File: config.mk
export PLATFORM = sky130hd
export DESIGN_NAME = sync_frame_count_clock_regs
export DESIGN_NICKNAME = d
export VERILOG_FILES = /design/src/sfcc_pkg.sv /design/src/frame_numberer.sv /design/src/sync_frame_count_clock_regs.sv
export SDC_FILE = /design/constraint.sdc
export NUM_CORES = 1
export LEC_CHECK = 0
export BUFFER_PORTS_ARGS = -buffer_cell sky130_fd_sc_hd__buf_2
export CORE_AREA = 2 2 125 127
export DETAILED_ROUTE_END_ITERATION = 16
export DIE_AREA = 0 0 127 129
export PLACE_DENSITY_LB_ADDON = 0.1
export SETUP_SLACK_MARGIN = 0.02
export SLEW_MARGIN = 10
export SYNTH_ARGS = -nofsm -noshare
export SYNTH_HDL_FRONTEND = slang
export SYNTH_SLANG_ARGS = --single-unit
File: constraint.sdc
create_clock -name pclk -period 5.5 [get_ports pclk]
set_clock_uncertainty 0.05 [all_clocks]
set_input_delay 0.55 -clock pclk [delete_from_list [all_inputs] [get_ports pclk]]
set_output_delay 0.55 -clock pclk [all_outputs]
set_load 0.01 [all_outputs]
File: src/sfcc_pkg.sv
package sfcc_pkg;

  localparam int APB_AW = 8;
  localparam int APB_DW = 32;

  // register indices; byte address is four times the index
  localparam logic [5:0] IDX_LOW_UPPER   = 6'h1b;
  localparam logic [5:0] IDX_LOW_LOWER   = 6'h1c;
  localparam logic [5:0] IDX_LIMIT_UPPER = 6'h1d;
  localparam logic [5:0] IDX_LIMIT_LOWER = 6'h1e;
  localparam logic [5:0] IDX_CLK_CTL     = 6'h1f;
  localparam logic [5:0] IDX_FNUM_LOWER  = 6'h30;
  localparam logic [5:0] IDX_FNUM_UPPER  = 6'h31;

  localparam logic [7:0] RST_LOW_UPPER   = 8'h00;
  localparam logic [7:0] RST_LOW_LOWER   = 8'h00;
  localparam logic [7:0] RST_LIMIT_UPPER = 8'h00;
  localparam logic [7:0] RST_LIMIT_LOWER = 8'h04;
  localparam logic [3:0] RST_CLK_CTL     = 4'h2;

  // serial_tx_clock_control fields; bits 7:4 are reserved and read zero
  localparam int CTL_OSC_BIT    = 3;
  localparam int CTL_HALF_BIT   = 2;
  localparam int CTL_SPEED_LSB  = 0;
  localparam int CTL_WIDTH      = 4;

  localparam logic [1:0] SPEED_1G5 = 2'h0;
  localparam logic [1:0] SPEED_1G2 = 2'h1;
  localparam logic [1:0] SPEED_800 = 2'h2;
  localparam logic [1:0] SPEED_400 = 2'h3;

  typedef struct packed {
    logic                psel;
    logic                penable;
    logic                pwrite;
    logic [APB_AW-1:0]   paddr;
    logic [APB_DW-1:0]   pwdata;
  } apb_req_t;

  typedef struct packed {
    logic                pready;
    logic [APB_DW-1:0]   prdata;
    logic                pslverr;
  } apb_rsp_t;

endpackage

File: src/frame_numberer.sv
`timescale 1ns/1ns
module frame_numberer #(
  parameter int NW = 16
) (
  input  wire logic          pclk,
  input  wire logic          presetn,
  input  wire logic          ce,
  input  wire logic          raw_mode,
  input  wire logic          frame_start,
  input  wire logic [NW-1:0] limit,
  output logic      [NW-1:0] number
);

  typedef struct packed {
    logic [NW-1:0] number;
  } num_state_t;

  num_state_t state_reg;
  num_state_t state_next;
  logic       step;

  assign step = raw_mode & frame_start;

  always_comb begin
    state_next = state_reg;
    // held between frame starts so the end packet reuses it
    if (step) begin
      if (limit == '0) begin
        state_next.number = '0;
      end else if (state_reg.number >= limit) begin
        state_next.number = NW'(1);
      end else begin
        state_next.number = state_reg.number + NW'(1);
      end
    end
  end

  always_ff @(posedge pclk or negedge presetn) begin
    if (!presetn) begin
      state_reg <= '0;
    end else if (ce) begin
      state_reg <= state_next;
    end
  end

  assign number = state_reg.number;

  property p_zero_limit;
    @(posedge pclk) disable iff (!presetn)
    ce && step && limit == '0 |=> number == '0;
  endproperty
  a_zero_limit: assert property (p_zero_limit) else $error("number not zero");

  property p_wrap;
    @(posedge pclk) disable iff (!presetn)
    ce && step && limit != '0 && number == limit |=> number == NW'(1);
  endproperty
  a_wrap: assert property (p_wrap) else $error("number did not wrap to one");

  property p_advance;
    @(posedge pclk) disable iff (!presetn)
    ce && step && limit != '0 && number < limit |=> number == $past(number) + NW'(1);
  endproperty
  a_advance: assert property (p_advance) else $error("number did not advance");

  property p_raw_only;
    @(posedge pclk) disable iff (!presetn)
    ce && frame_start && !raw_mode |=> $stable(number);
  endproperty
  a_raw_only: assert property (p_raw_only) else $error("number moved outside raw");

  property p_hold_frame;
    @(posedge pclk) disable iff (!presetn)
    !(ce && step) |=> $stable(number);
  endproperty
  a_hold_frame: assert property (p_hold_frame) else $error("number moved mid frame");

endmodule

File: src/sync_frame_count_clock_regs.sv
// Function
// - low period is upper byte bits 15:8 and lower byte bits 7:0, RW, reset zero
// - in raw mode each frame gets a 16-bit number in start and end packets
// - limit zero disables numbering, number goes to zero at the next raw frame start
// - nonzero limit: number counts from one up to limit, then back to one
// - limit is two bytes, upper 15:8 lower 7:0, resets to four
// - oscillator select bit: zero external reference, one internal 200 MHz; reset zero
// - reference mode bit: zero 200 MHz, one 100 MHz; reset zero
// - two-bit speed field: 00 fastest, 01 1.2G, 10 800M, 11 400M; reset 10
// - hi/lo mode times phases apart; 50/50 uses one 24-bit period for both
`timescale 1ns/1ns
module sync_frame_count_clock_regs #(
  parameter int NW = 16
) (
  input  wire logic                 pclk,
  input  wire logic                 presetn,
  input  wire logic                 ce,
  input  wire sfcc_pkg::apb_req_t   apb_req,
  output sfcc_pkg::apb_rsp_t        apb_rsp,
  input  wire logic                 raw_mode,
  input  wire logic                 frame_start,
  input  wire logic [15:0]          sync_high_period,
  input  wire logic                 sync_generation_style,
  input  wire logic                 sync_gen_enable,
  output logic                      frame_sync,
  output logic [15:0]               sync_low_period,
  output logic [NW-1:0]             frame_count_limit,
  output logic [NW-1:0]             frame_number,
  output logic                      internal_oscillator_select,
  output logic                      ref_clk_half_rate,
  output logic [1:0]                tx_speed
);

  typedef struct packed {
    logic [7:0]                     low_upper;
    logic [7:0]                     low_lower;
    logic [7:0]                     lim_upper;
    logic [7:0]                     lim_lower;
    logic [sfcc_pkg::CTL_WIDTH-1:0] clk_ctl;
    logic                           level;
    logic [23:0]                    phase_cnt;
    sfcc_pkg::apb_rsp_t             rsp;
  } bank_state_t;

  bank_state_t state_reg;
  bank_state_t state_next;
  logic        access;
  logic        commit;
  logic        aligned;
  logic [5:0]  idx;
  logic [23:0] phase_limit;
  logic [7:0]  rd_byte;
  logic        rd_err;

  assign access  = apb_req.psel & apb_req.penable;
  assign commit  = access & state_reg.rsp.pready;
  assign aligned = apb_req.paddr[1:0] == 2'h0;
  assign idx     = apb_req.paddr[7:2];

  // 50/50 joins high lower byte and both low bytes into one period
  assign phase_limit = sync_generation_style ?
                       {sync_high_period[7:0], state_reg.low_upper, state_reg.low_lower} :
                       (state_reg.level ? {8'h00, sync_high_period} :
                                          {8'h00, state_reg.low_upper, state_reg.low_lower});

  always_comb begin
    rd_err  = 1'b0;
    rd_byte = 8'h00;
    unique case (idx)
      sfcc_pkg::IDX_LOW_UPPER:   rd_byte = state_reg.low_upper;
      sfcc_pkg::IDX_LOW_LOWER:   rd_byte = state_reg.low_lower;
      sfcc_pkg::IDX_LIMIT_UPPER: rd_byte = state_reg.lim_upper;
      sfcc_pkg::IDX_LIMIT_LOWER: rd_byte = state_reg.lim_lower;
      sfcc_pkg::IDX_CLK_CTL:     rd_byte = {4'h0, state_reg.clk_ctl};
      sfcc_pkg::IDX_FNUM_LOWER:  rd_byte = frame_number[7:0];
      sfcc_pkg::IDX_FNUM_UPPER:  rd_byte = frame_number[15:8];
      default:                   rd_err  = 1'b1;
    endcase
    if (!aligned) begin
      rd_err  = 1'b1;
      rd_byte = 8'h00;
    end
  end

  always_comb begin
    state_next = state_reg;
    // one wait state: the answer is latched first, the write lands with pready
    if (access && !state_reg.rsp.pready) begin
      state_next.rsp.pready  = 1'b1;
      state_next.rsp.pslverr = rd_err;
      state_next.rsp.prdata  = apb_req.pwrite ? 32'h0 : {24'h0, rd_byte};
    end else begin
      state_next.rsp = '0;
    end
    if (commit && apb_req.pwrite && aligned) begin
      unique case (idx)
        sfcc_pkg::IDX_LOW_UPPER:   state_next.low_upper = apb_req.pwdata[7:0];
        sfcc_pkg::IDX_LOW_LOWER:   state_next.low_lower = apb_req.pwdata[7:0];
        sfcc_pkg::IDX_LIMIT_UPPER: state_next.lim_upper = apb_req.pwdata[7:0];
        sfcc_pkg::IDX_LIMIT_LOWER: state_next.lim_lower = apb_req.pwdata[7:0];
        // reserved upper bits are dropped
        sfcc_pkg::IDX_CLK_CTL:     state_next.clk_ctl = apb_req.pwdata[3:0];
        default:                   state_next.clk_ctl = state_reg.clk_ctl;
      endcase
    end
    // the generator opens with the low phase; >= guards a shrinking period
    if (!sync_gen_enable) begin
      state_next.level     = 1'b0;
      state_next.phase_cnt = 24'h0;
    end else if (state_reg.phase_cnt >= phase_limit) begin
      state_next.level     = ~state_reg.level;
      state_next.phase_cnt = 24'h0;
    end else begin
      state_next.phase_cnt = state_reg.phase_cnt + 24'h1;
    end
  end

  always_ff @(posedge pclk or negedge presetn) begin
    if (!presetn) begin
      state_reg           <= '0;
      state_reg.low_upper <= sfcc_pkg::RST_LOW_UPPER;
      state_reg.low_lower <= sfcc_pkg::RST_LOW_LOWER;
      state_reg.lim_upper <= sfcc_pkg::RST_LIMIT_UPPER;
      state_reg.lim_lower <= sfcc_pkg::RST_LIMIT_LOWER;
      state_reg.clk_ctl   <= sfcc_pkg::RST_CLK_CTL;
    end else if (ce) begin
      state_reg <= state_next;
    end
  end

  frame_numberer #(
    .NW(NW)
  ) u_numberer (
    .pclk        (pclk),
    .presetn     (presetn),
    .ce          (ce),
    .raw_mode    (raw_mode),
    .frame_start (frame_start),
    .limit       (frame_count_limit),
    .number      (frame_number)
  );

  assign apb_rsp                    = state_reg.rsp;
  assign frame_sync                 = state_reg.level;
  assign sync_low_period            = {state_reg.low_upper, state_reg.low_lower};
  assign frame_count_limit          = NW'({state_reg.lim_upper, state_reg.lim_lower});
  assign internal_oscillator_select = state_reg.clk_ctl[sfcc_pkg::CTL_OSC_BIT];
  assign ref_clk_half_rate          = state_reg.clk_ctl[sfcc_pkg::CTL_HALF_BIT];
  assign tx_speed = state_reg.clk_ctl[sfcc_pkg::CTL_SPEED_LSB +: 2];

  property p_low_bytes;
    @(posedge pclk) disable iff (!presetn)
    ce && commit && apb_req.pwrite && apb_req.paddr == {sfcc_pkg::IDX_LOW_LOWER, 2'h0}
      |=> sync_low_period[7:0] == $past(apb_req.pwdata[7:0]) && $stable(sync_low_period[15:8]);
  endproperty
  a_low_bytes: assert property (p_low_bytes) else $error("low byte write lost");

  property p_low_phase;
    @(posedge pclk) disable iff (!presetn)
    ce && sync_gen_enable && !sync_generation_style && !frame_sync
      && state_reg.phase_cnt == {8'h00, sync_low_period} |=> frame_sync;
  endproperty
  a_low_phase: assert property (p_low_phase) else $error("low phase length wrong");

  property p_low_hold;
    @(posedge pclk) disable iff (!presetn)
    ce && sync_gen_enable && !sync_generation_style && !frame_sync
      && state_reg.phase_cnt < {8'h00, sync_low_period} |=> !frame_sync;
  endproperty
  a_low_hold: assert property (p_low_hold) else $error("low phase ended early");

  property p_even_period;
    @(posedge pclk) disable iff (!presetn)
    ce && sync_gen_enable && sync_generation_style && frame_sync
      && state_reg.phase_cnt == {sync_high_period[7:0], sync_low_period} |=> !frame_sync;
  endproperty
  a_even_period: assert property (p_even_period) else $error("50/50 high phase wrong");

  property p_limit_reset;
    @(posedge pclk) disable iff (!presetn)
    $rose(presetn) |-> frame_count_limit == NW'(4) && tx_speed == sfcc_pkg::SPEED_800;
  endproperty
  a_limit_reset: assert property (p_limit_reset) else $error("reset values wrong");

  property p_osc_write;
    @(posedge pclk) disable iff (!presetn)
    ce && commit && apb_req.pwrite && apb_req.paddr == {sfcc_pkg::IDX_CLK_CTL, 2'h0}
      |=> internal_oscillator_select == $past(apb_req.pwdata[3]);
  endproperty
  a_osc_write: assert property (p_osc_write) else $error("oscillator select wrong");

  property p_half_write;
    @(posedge pclk) disable iff (!presetn)
    ce && commit && apb_req.pwrite && apb_req.paddr == {sfcc_pkg::IDX_CLK_CTL, 2'h0}
      |=> ref_clk_half_rate == $past(apb_req.pwdata[2]);
  endproperty
  a_half_write: assert property (p_half_write) else $error("reference mode wrong");

  property p_speed_write;
    @(posedge pclk) disable iff (!presetn)
    ce && commit && apb_req.pwrite && apb_req.paddr == {sfcc_pkg::IDX_CLK_CTL, 2'h0}
      |=> tx_speed == $past(apb_req.pwdata[1:0]) && apb_rsp.prdata == 32'h0;
  endproperty
  a_speed_write: assert property (p_speed_write) else $error("speed field wrong");

  property p_limit_write;
    @(posedge pclk) disable iff (!presetn)
    ce && commit && apb_req.pwrite && apb_req.paddr == {sfcc_pkg::IDX_LIMIT_UPPER, 2'h0}
      |=> frame_count_limit[15:8] == $past(apb_req.pwdata[7:0]);
  endproperty
  a_limit_write: assert property (p_limit_write) else $error("limit upper wrong");

  property p_low_upper_write;
    @(posedge pclk) disable iff (!presetn)
    ce && commit && apb_req.pwrite && apb_req.paddr == {sfcc_pkg::IDX_LOW_UPPER, 2'h0}
      |=> sync_low_period[15:8] == $past(apb_req.pwdata[7:0]) && $stable(sync_low_period[7:0]);
  endproperty
  a_low_upper_write: assert property (p_low_upper_write) else $error("low upper lost");

  property p_limit_lower_write;
    @(posedge pclk) disable iff (!presetn)
    ce && commit && apb_req.pwrite && apb_req.paddr == {sfcc_pkg::IDX_LIMIT_LOWER, 2'h0}
      |=> frame_count_limit[7:0] == $past(apb_req.pwdata[7:0]);
  endproperty
  a_limit_lower_write: assert property (p_limit_lower_write) else $error("limit lower wrong");

  // without a completed write the stored bytes never move
  property p_reg_idle;
    @(posedge pclk) disable iff (!presetn)
    !(ce && commit && apb_req.pwrite)
      |=> $stable(sync_low_period) && $stable(frame_count_limit);
  endproperty
  a_reg_idle: assert property (p_reg_idle) else $error("register moved without write");

  property p_ctl_idle;
    @(posedge pclk) disable iff (!presetn)
    !(ce && commit && apb_req.pwrite)
      |=> $stable(internal_oscillator_select) && $stable(ref_clk_half_rate)
          && $stable(tx_speed);
  endproperty
  a_ctl_idle: assert property (p_ctl_idle) else $error("control moved without write");

  property p_misaligned;
    @(posedge pclk) disable iff (!presetn)
    ce && commit && apb_req.pwrite && apb_req.paddr[1:0] != 2'h0
      |=> $stable(sync_low_period) && $stable(frame_count_limit);
  endproperty
  a_misaligned: assert property (p_misaligned) else $error("misaligned write landed");

  property p_low_read;
    @(posedge pclk) disable iff (!presetn)
    ce && access && !apb_rsp.pready && !apb_req.pwrite
      && apb_req.paddr == {sfcc_pkg::IDX_LOW_UPPER, 2'h0}
      |=> apb_rsp.pready && apb_rsp.prdata == {24'h0, $past(sync_low_period[15:8])};
  endproperty
  a_low_read: assert property (p_low_read) else $error("low upper read wrong");

  property p_ctl_read;
    @(posedge pclk) disable iff (!presetn)
    ce && access && !apb_rsp.pready && !apb_req.pwrite
      && apb_req.paddr == {sfcc_pkg::IDX_CLK_CTL, 2'h0}
      |=> apb_rsp.prdata == {28'h0, $past(internal_oscillator_select), $past(ref_clk_half_rate),
                              $past(tx_speed)};
  endproperty
  a_ctl_read: assert property (p_ctl_read) else $error("control read wrong");

  property p_high_phase;
    @(posedge pclk) disable iff (!presetn)
    ce && sync_gen_enable && !sync_generation_style && frame_sync
      && state_reg.phase_cnt == {8'h00, sync_high_period} |=> !frame_sync;
  endproperty
  a_high_phase: assert property (p_high_phase) else $error("high phase length wrong");

  property p_high_hold;
    @(posedge pclk) disable iff (!presetn)
    ce && sync_gen_enable && !sync_generation_style && frame_sync
      && state_reg.phase_cnt < {8'h00, sync_high_period} |=> frame_sync;
  endproperty
  a_high_hold: assert property (p_high_hold) else $error("high phase ended early");

  property p_even_low;
    @(posedge pclk) disable iff (!presetn)
    ce && sync_gen_enable && sync_generation_style && !frame_sync
      && state_reg.phase_cnt == {sync_high_period[7:0], sync_low_period} |=> frame_sync;
  endproperty
  a_even_low: assert property (p_even_low) else $error("50/50 low phase wrong");

  property p_gen_off;
    @(posedge pclk) disable iff (!presetn)
    ce && !sync_gen_enable |=> !frame_sync && state_reg.phase_cnt == 24'h0;
  endproperty
  a_gen_off: assert property (p_gen_off) else $error("generator not idle");

  property p_low_reset;
    @(posedge pclk) disable iff (!presetn)
    $rose(presetn) |-> sync_low_period == {sfcc_pkg::RST_LOW_UPPER, sfcc_pkg::RST_LOW_LOWER};
  endproperty
  a_low_reset: assert property (p_low_reset) else $error("low period reset wrong");

  property p_clock_reset;
    @(posedge pclk) disable iff (!presetn)
    $rose(presetn) |-> !internal_oscillator_select && !ref_clk_half_rate;
  endproperty
  a_clock_reset: assert property (p_clock_reset) else $error("clock bits reset wrong");

endmodule

==> impl_metrics.csv <==
group,metric,value,unit
status,outcome,"finished clean",
placed_design,dpl_cell_area,6170,um^2
route,drc_errors,0,
critical_path,critical_path.reg2reg.endpoint,"frame_sync",
global_route,grt_pass1_vias,4637,
clocking,cts.reportedPaths.clkPinSlew,0.07,ns
clocking,cts_root_buffer,"sky130_fd_sc_hd__clkbuf_16",
sta,rsz0062_at_grt,"false",
clocking,tritoncts_clock_tree,"done",
power_and_ir_drop,vdd.ir_drop.worst,175,uV
global_route,globalRouteTotalUtil,0.204,
synth,ys_dominant_reg_cell,"sky130_fd_sc_hd__dfrtp_1",
floorplanning,ios,153,
route,finalWirelength,16300,um
placed_design,portBuffers,104,
critical_path,rr_worst_depth,9,
route,number_of_vias_per_cell_after_detailed_routing,5.52,
critical_path,cp-start-kind,"flip-flop",
floorplanning,die_h,129,um
layout,antennaDiodeCount,0,
placed_design,place_inst,849,
clocking,cts.hold.buffers_added,0,
critical_path,crit_required,5.69,ns
route,detail_route.first_pass.iterations,4,
route,routed_antenna_nets,0,
route,vias,4773,
global_route,antenna_found_initial,0,
clocking,post_cts_resized,0,
power_and_ir_drop,total_leakage_power,3.14,nW
floorplanning,initial_core_util,0.394,
layout,post_route_cells_drive_above_1_share,0.241,
critical_path,crit_fanout,16,
layout,area.growth.synth_to_final,10.1,%
synth,syn_inst,617,
route,detailedRoute.firstIterationViolations,332,
clocking,number_of_cts_inserted_buffers,9,
floorplanning,die_w,127,um
synth,synth_seq_area_share,0.369,
synth,asr_flop_ratio_synth,1.00,
run,max-cap-violations,0,
sta,finalCritPeriodShare,0.677,
critical_path,arrival,3.91,ns
synth,ffs_latches_synth,87,
critical_path,timing_worst_setup_path_type,"reg -> reg",
critical_path,crit_path_end_kind,"flip-flop",
critical_path,reg2reg_setup_slack,1.77,ns
floorplanning,site_rows,45,
clocking,worst_skew_pair.late_latency,0.35,ns
sta,final.hold.worst_slack,0.0599,ns
layout,finish.cell_count_without_fillers,865,
global_route,largest_net_degree_at_the_start_of_global_routing,60,
layout,fillerInstances,1478,
placed_design,routabilityCongestion,0.827,
layout,largest_register_ffs,24,
sta,worstMarginPinSlew,1.13,ns
sta,fmax,268,MHz
sta,final.setup.tns,0,ns
synth,ys_types,60,
floorplanning,die-area,16400,um^2
clocking,clock-sinks,87,
layout,nets,780,
layout,design_area,6490,um^2
synth,synth-warning-count,0,
power_and_ir_drop,power.density_cell_area,251,nW/um^2
synth,syn_avg_cell_area,9.56,um^2
floorplanning,core_region_area,15000,um^2
route,drt-wirelength-per-cell,18.9,um
placed_design,post_detail_place_hpwl,12500,um
sta,timing_max_transition_violations_final,0,
sta,setup_violations,0,
clocking,clk_path_buf_depth,2,
critical_path,critical_path.startpoint,"frame_sync",
hold_path,worstHoldPathType,"in -> async",
clocking,post_cts.repair.setup_buffers,0,
global_route,grt_pass1_wl,25700,um
sta,timing.final.hold_violations,0,
clocking,h-tree-depth,3,
sta,worst_slew_margin_rel,0.245,
sta,layout_min_cycle_time,3.73,ns
synth,syn-cell-area,5900,um^2
critical_path,r2r-start,"frame_sync",
global_route,global_route.overflow_total,0,
synth,synth-edff-count,0,
## final cells by class
cell class,count,area [um^2],area share
tap,188,235,0.0362
clock inverter,3,65.1,0.0100
inverter,31,116,0.0179
multi-input combinational,436,3090,0.476
sequential,87,2180,0.336
timing repair buffer,107,546,0.0840
clock buffer,13,260,0.0401
## layer usage
metal	track usage	up-vias	routed length (um)
met5	0	-	0
met4	0.0705	0	231
met3	0.0266	16	586
met2	0.351	109	8240
met1	0.268	2383	7260
li1	-	2265	-
## worst max-delay path, stage by stage (launching register included)
cell                      delay (ns)
sky130_fd_sc_hd__dfrtp_1        0.37
sky130_fd_sc_hd__nor2b_2        0.90
sky130_fd_sc_hd__mux2i_1        0.26
sky130_fd_sc_hd__ha_1           0.34
sky130_fd_sc_hd__nand4_1        0.12
sky130_fd_sc_hd__nor4_1         0.34
sky130_fd_sc_hd__nand2_1        0.36
sky130_fd_sc_hd__a21oi_1        0.28
sky130_fd_sc_hd__buf_4          0.24
sky130_fd_sc_hd__mux2_2         0.34
## metrics by stage
stage	setup slack [ns]	power (mW)	util
final	1.77	1.63	0.434
after global routing	1.48	1.71	0.434
after global placement	1.47	0.952	0.412
after floorplan	1.96	0.875	-
after detailed placement	1.43	0.960	0.412
after CTS	1.74	1.65	0.434
## synth_stat cells (7+ instances only)
library cell                instances  share of area
sky130_fd_sc_hd__nand4_1           12          0.013
sky130_fd_sc_hd__a31oi_1           12          0.013
sky130_fd_sc_hd__nor3_1             8         0.0068
sky130_fd_sc_hd__xnor2_1           10          0.015
sky130_fd_sc_hd__and3_1            12          0.013
sky130_fd_sc_hd__mux2i_1           25          0.042
sky130_fd_sc_hd__buf_4             68          0.087
sky130_fd_sc_hd__o21ai_0           22          0.019
sky130_fd_sc_hd__inv_1             31          0.020
sky130_fd_sc_hd__dfrtp_1           85           0.36
sky130_fd_sc_hd__a21oi_1           17          0.014
sky130_fd_sc_hd__o2bb2ai_1         13          0.019
sky130_fd_sc_hd__a221oi_1           9          0.013
sky130_fd_sc_hd__nand3_1           23          0.020
sky130_fd_sc_hd__mux2_2            30          0.057
sky130_fd_sc_hd__ha_1              42          0.089
sky130_fd_sc_hd__nor2_1            33          0.021
sky130_fd_sc_hd__nor2b_1            7         0.0074
sky130_fd_sc_hd__nand2_1           52          0.033
sky130_fd_sc_hd__nor4_1             9         0.0095
sky130_fd_sc_hd__a221o_1            8          0.014
sky130_fd_sc_hd__clkbuf_1          12         0.0076
## worst max-delay path by stage
stage	endpoint	cells after the start	slack [ns]
after floorplan	state_reg[44]	13	1.96
after global routing	state_reg[43]	9	1.48
after global placement	frame_sync	11	1.47
after CTS	frame_sync	9	1.74
after detailed placement	frame_sync	10	1.43
final	frame_sync	9	1.77
## cells by family (layout without fill, tap and decap cells)
group / after synthesis / after routing / share of synthesized area
AND/OR/NAND/NOR: 185 / 185 / 0.160
buffers and inverters: 117 / 154 / 0.121
AO/OA/AOI/OAI: 115 / 115 / 0.137
flip-flops: 87 / 87 / 0.369
multiplexers: 55 / 55 / 0.0997
adder cells (fa/ha/maj): 42 / 42 / 0.0891
XOR/XNOR: 15 / 15 / 0.0223
other: 1 / 24 / 0.000636
## cells in the final DEF, fill, tap and decap left out, drive strengths merged, types with 3 or more instances in the layout
| cell type | instances |
|---|---|
| or3 | 4 |
| o2bb2ai | 13 |
| buf | 107 |
| nand4 | 13 |
| a21o | 6 |
| nand2 | 52 |
| and2 | 4 |
| conb | 24 |
| nor4 | 9 |
| mux2i | 25 |
| a31oi | 12 |
| a221oi | 9 |
| nor2 | 34 |
| a21oi | 18 |
| nor3 | 10 |
| nor3b | 4 |
| dfrtp | 85 |
| a221o | 8 |
| nor2b | 7 |
| nand2b | 6 |
| mux2 | 30 |
| nand3 | 23 |
| o21ai | 23 |
| o22ai | 6 |
| and3 | 12 |
| ha | 42 |
| a41oi | 4 |
| clkbuf | 13 |
| xor2 | 5 |
| o31ai | 3 |
| xnor2 | 10 |
| inv | 31 |
## where the power goes
part / switching (mW) / internal (mW)
clock network: 0.262 / 0.423
logic: 0.144 / 0.104
registers: 0.0358 / 0.662
total: 0.442 / 1.19
Power figures use the tool's default switching activity.
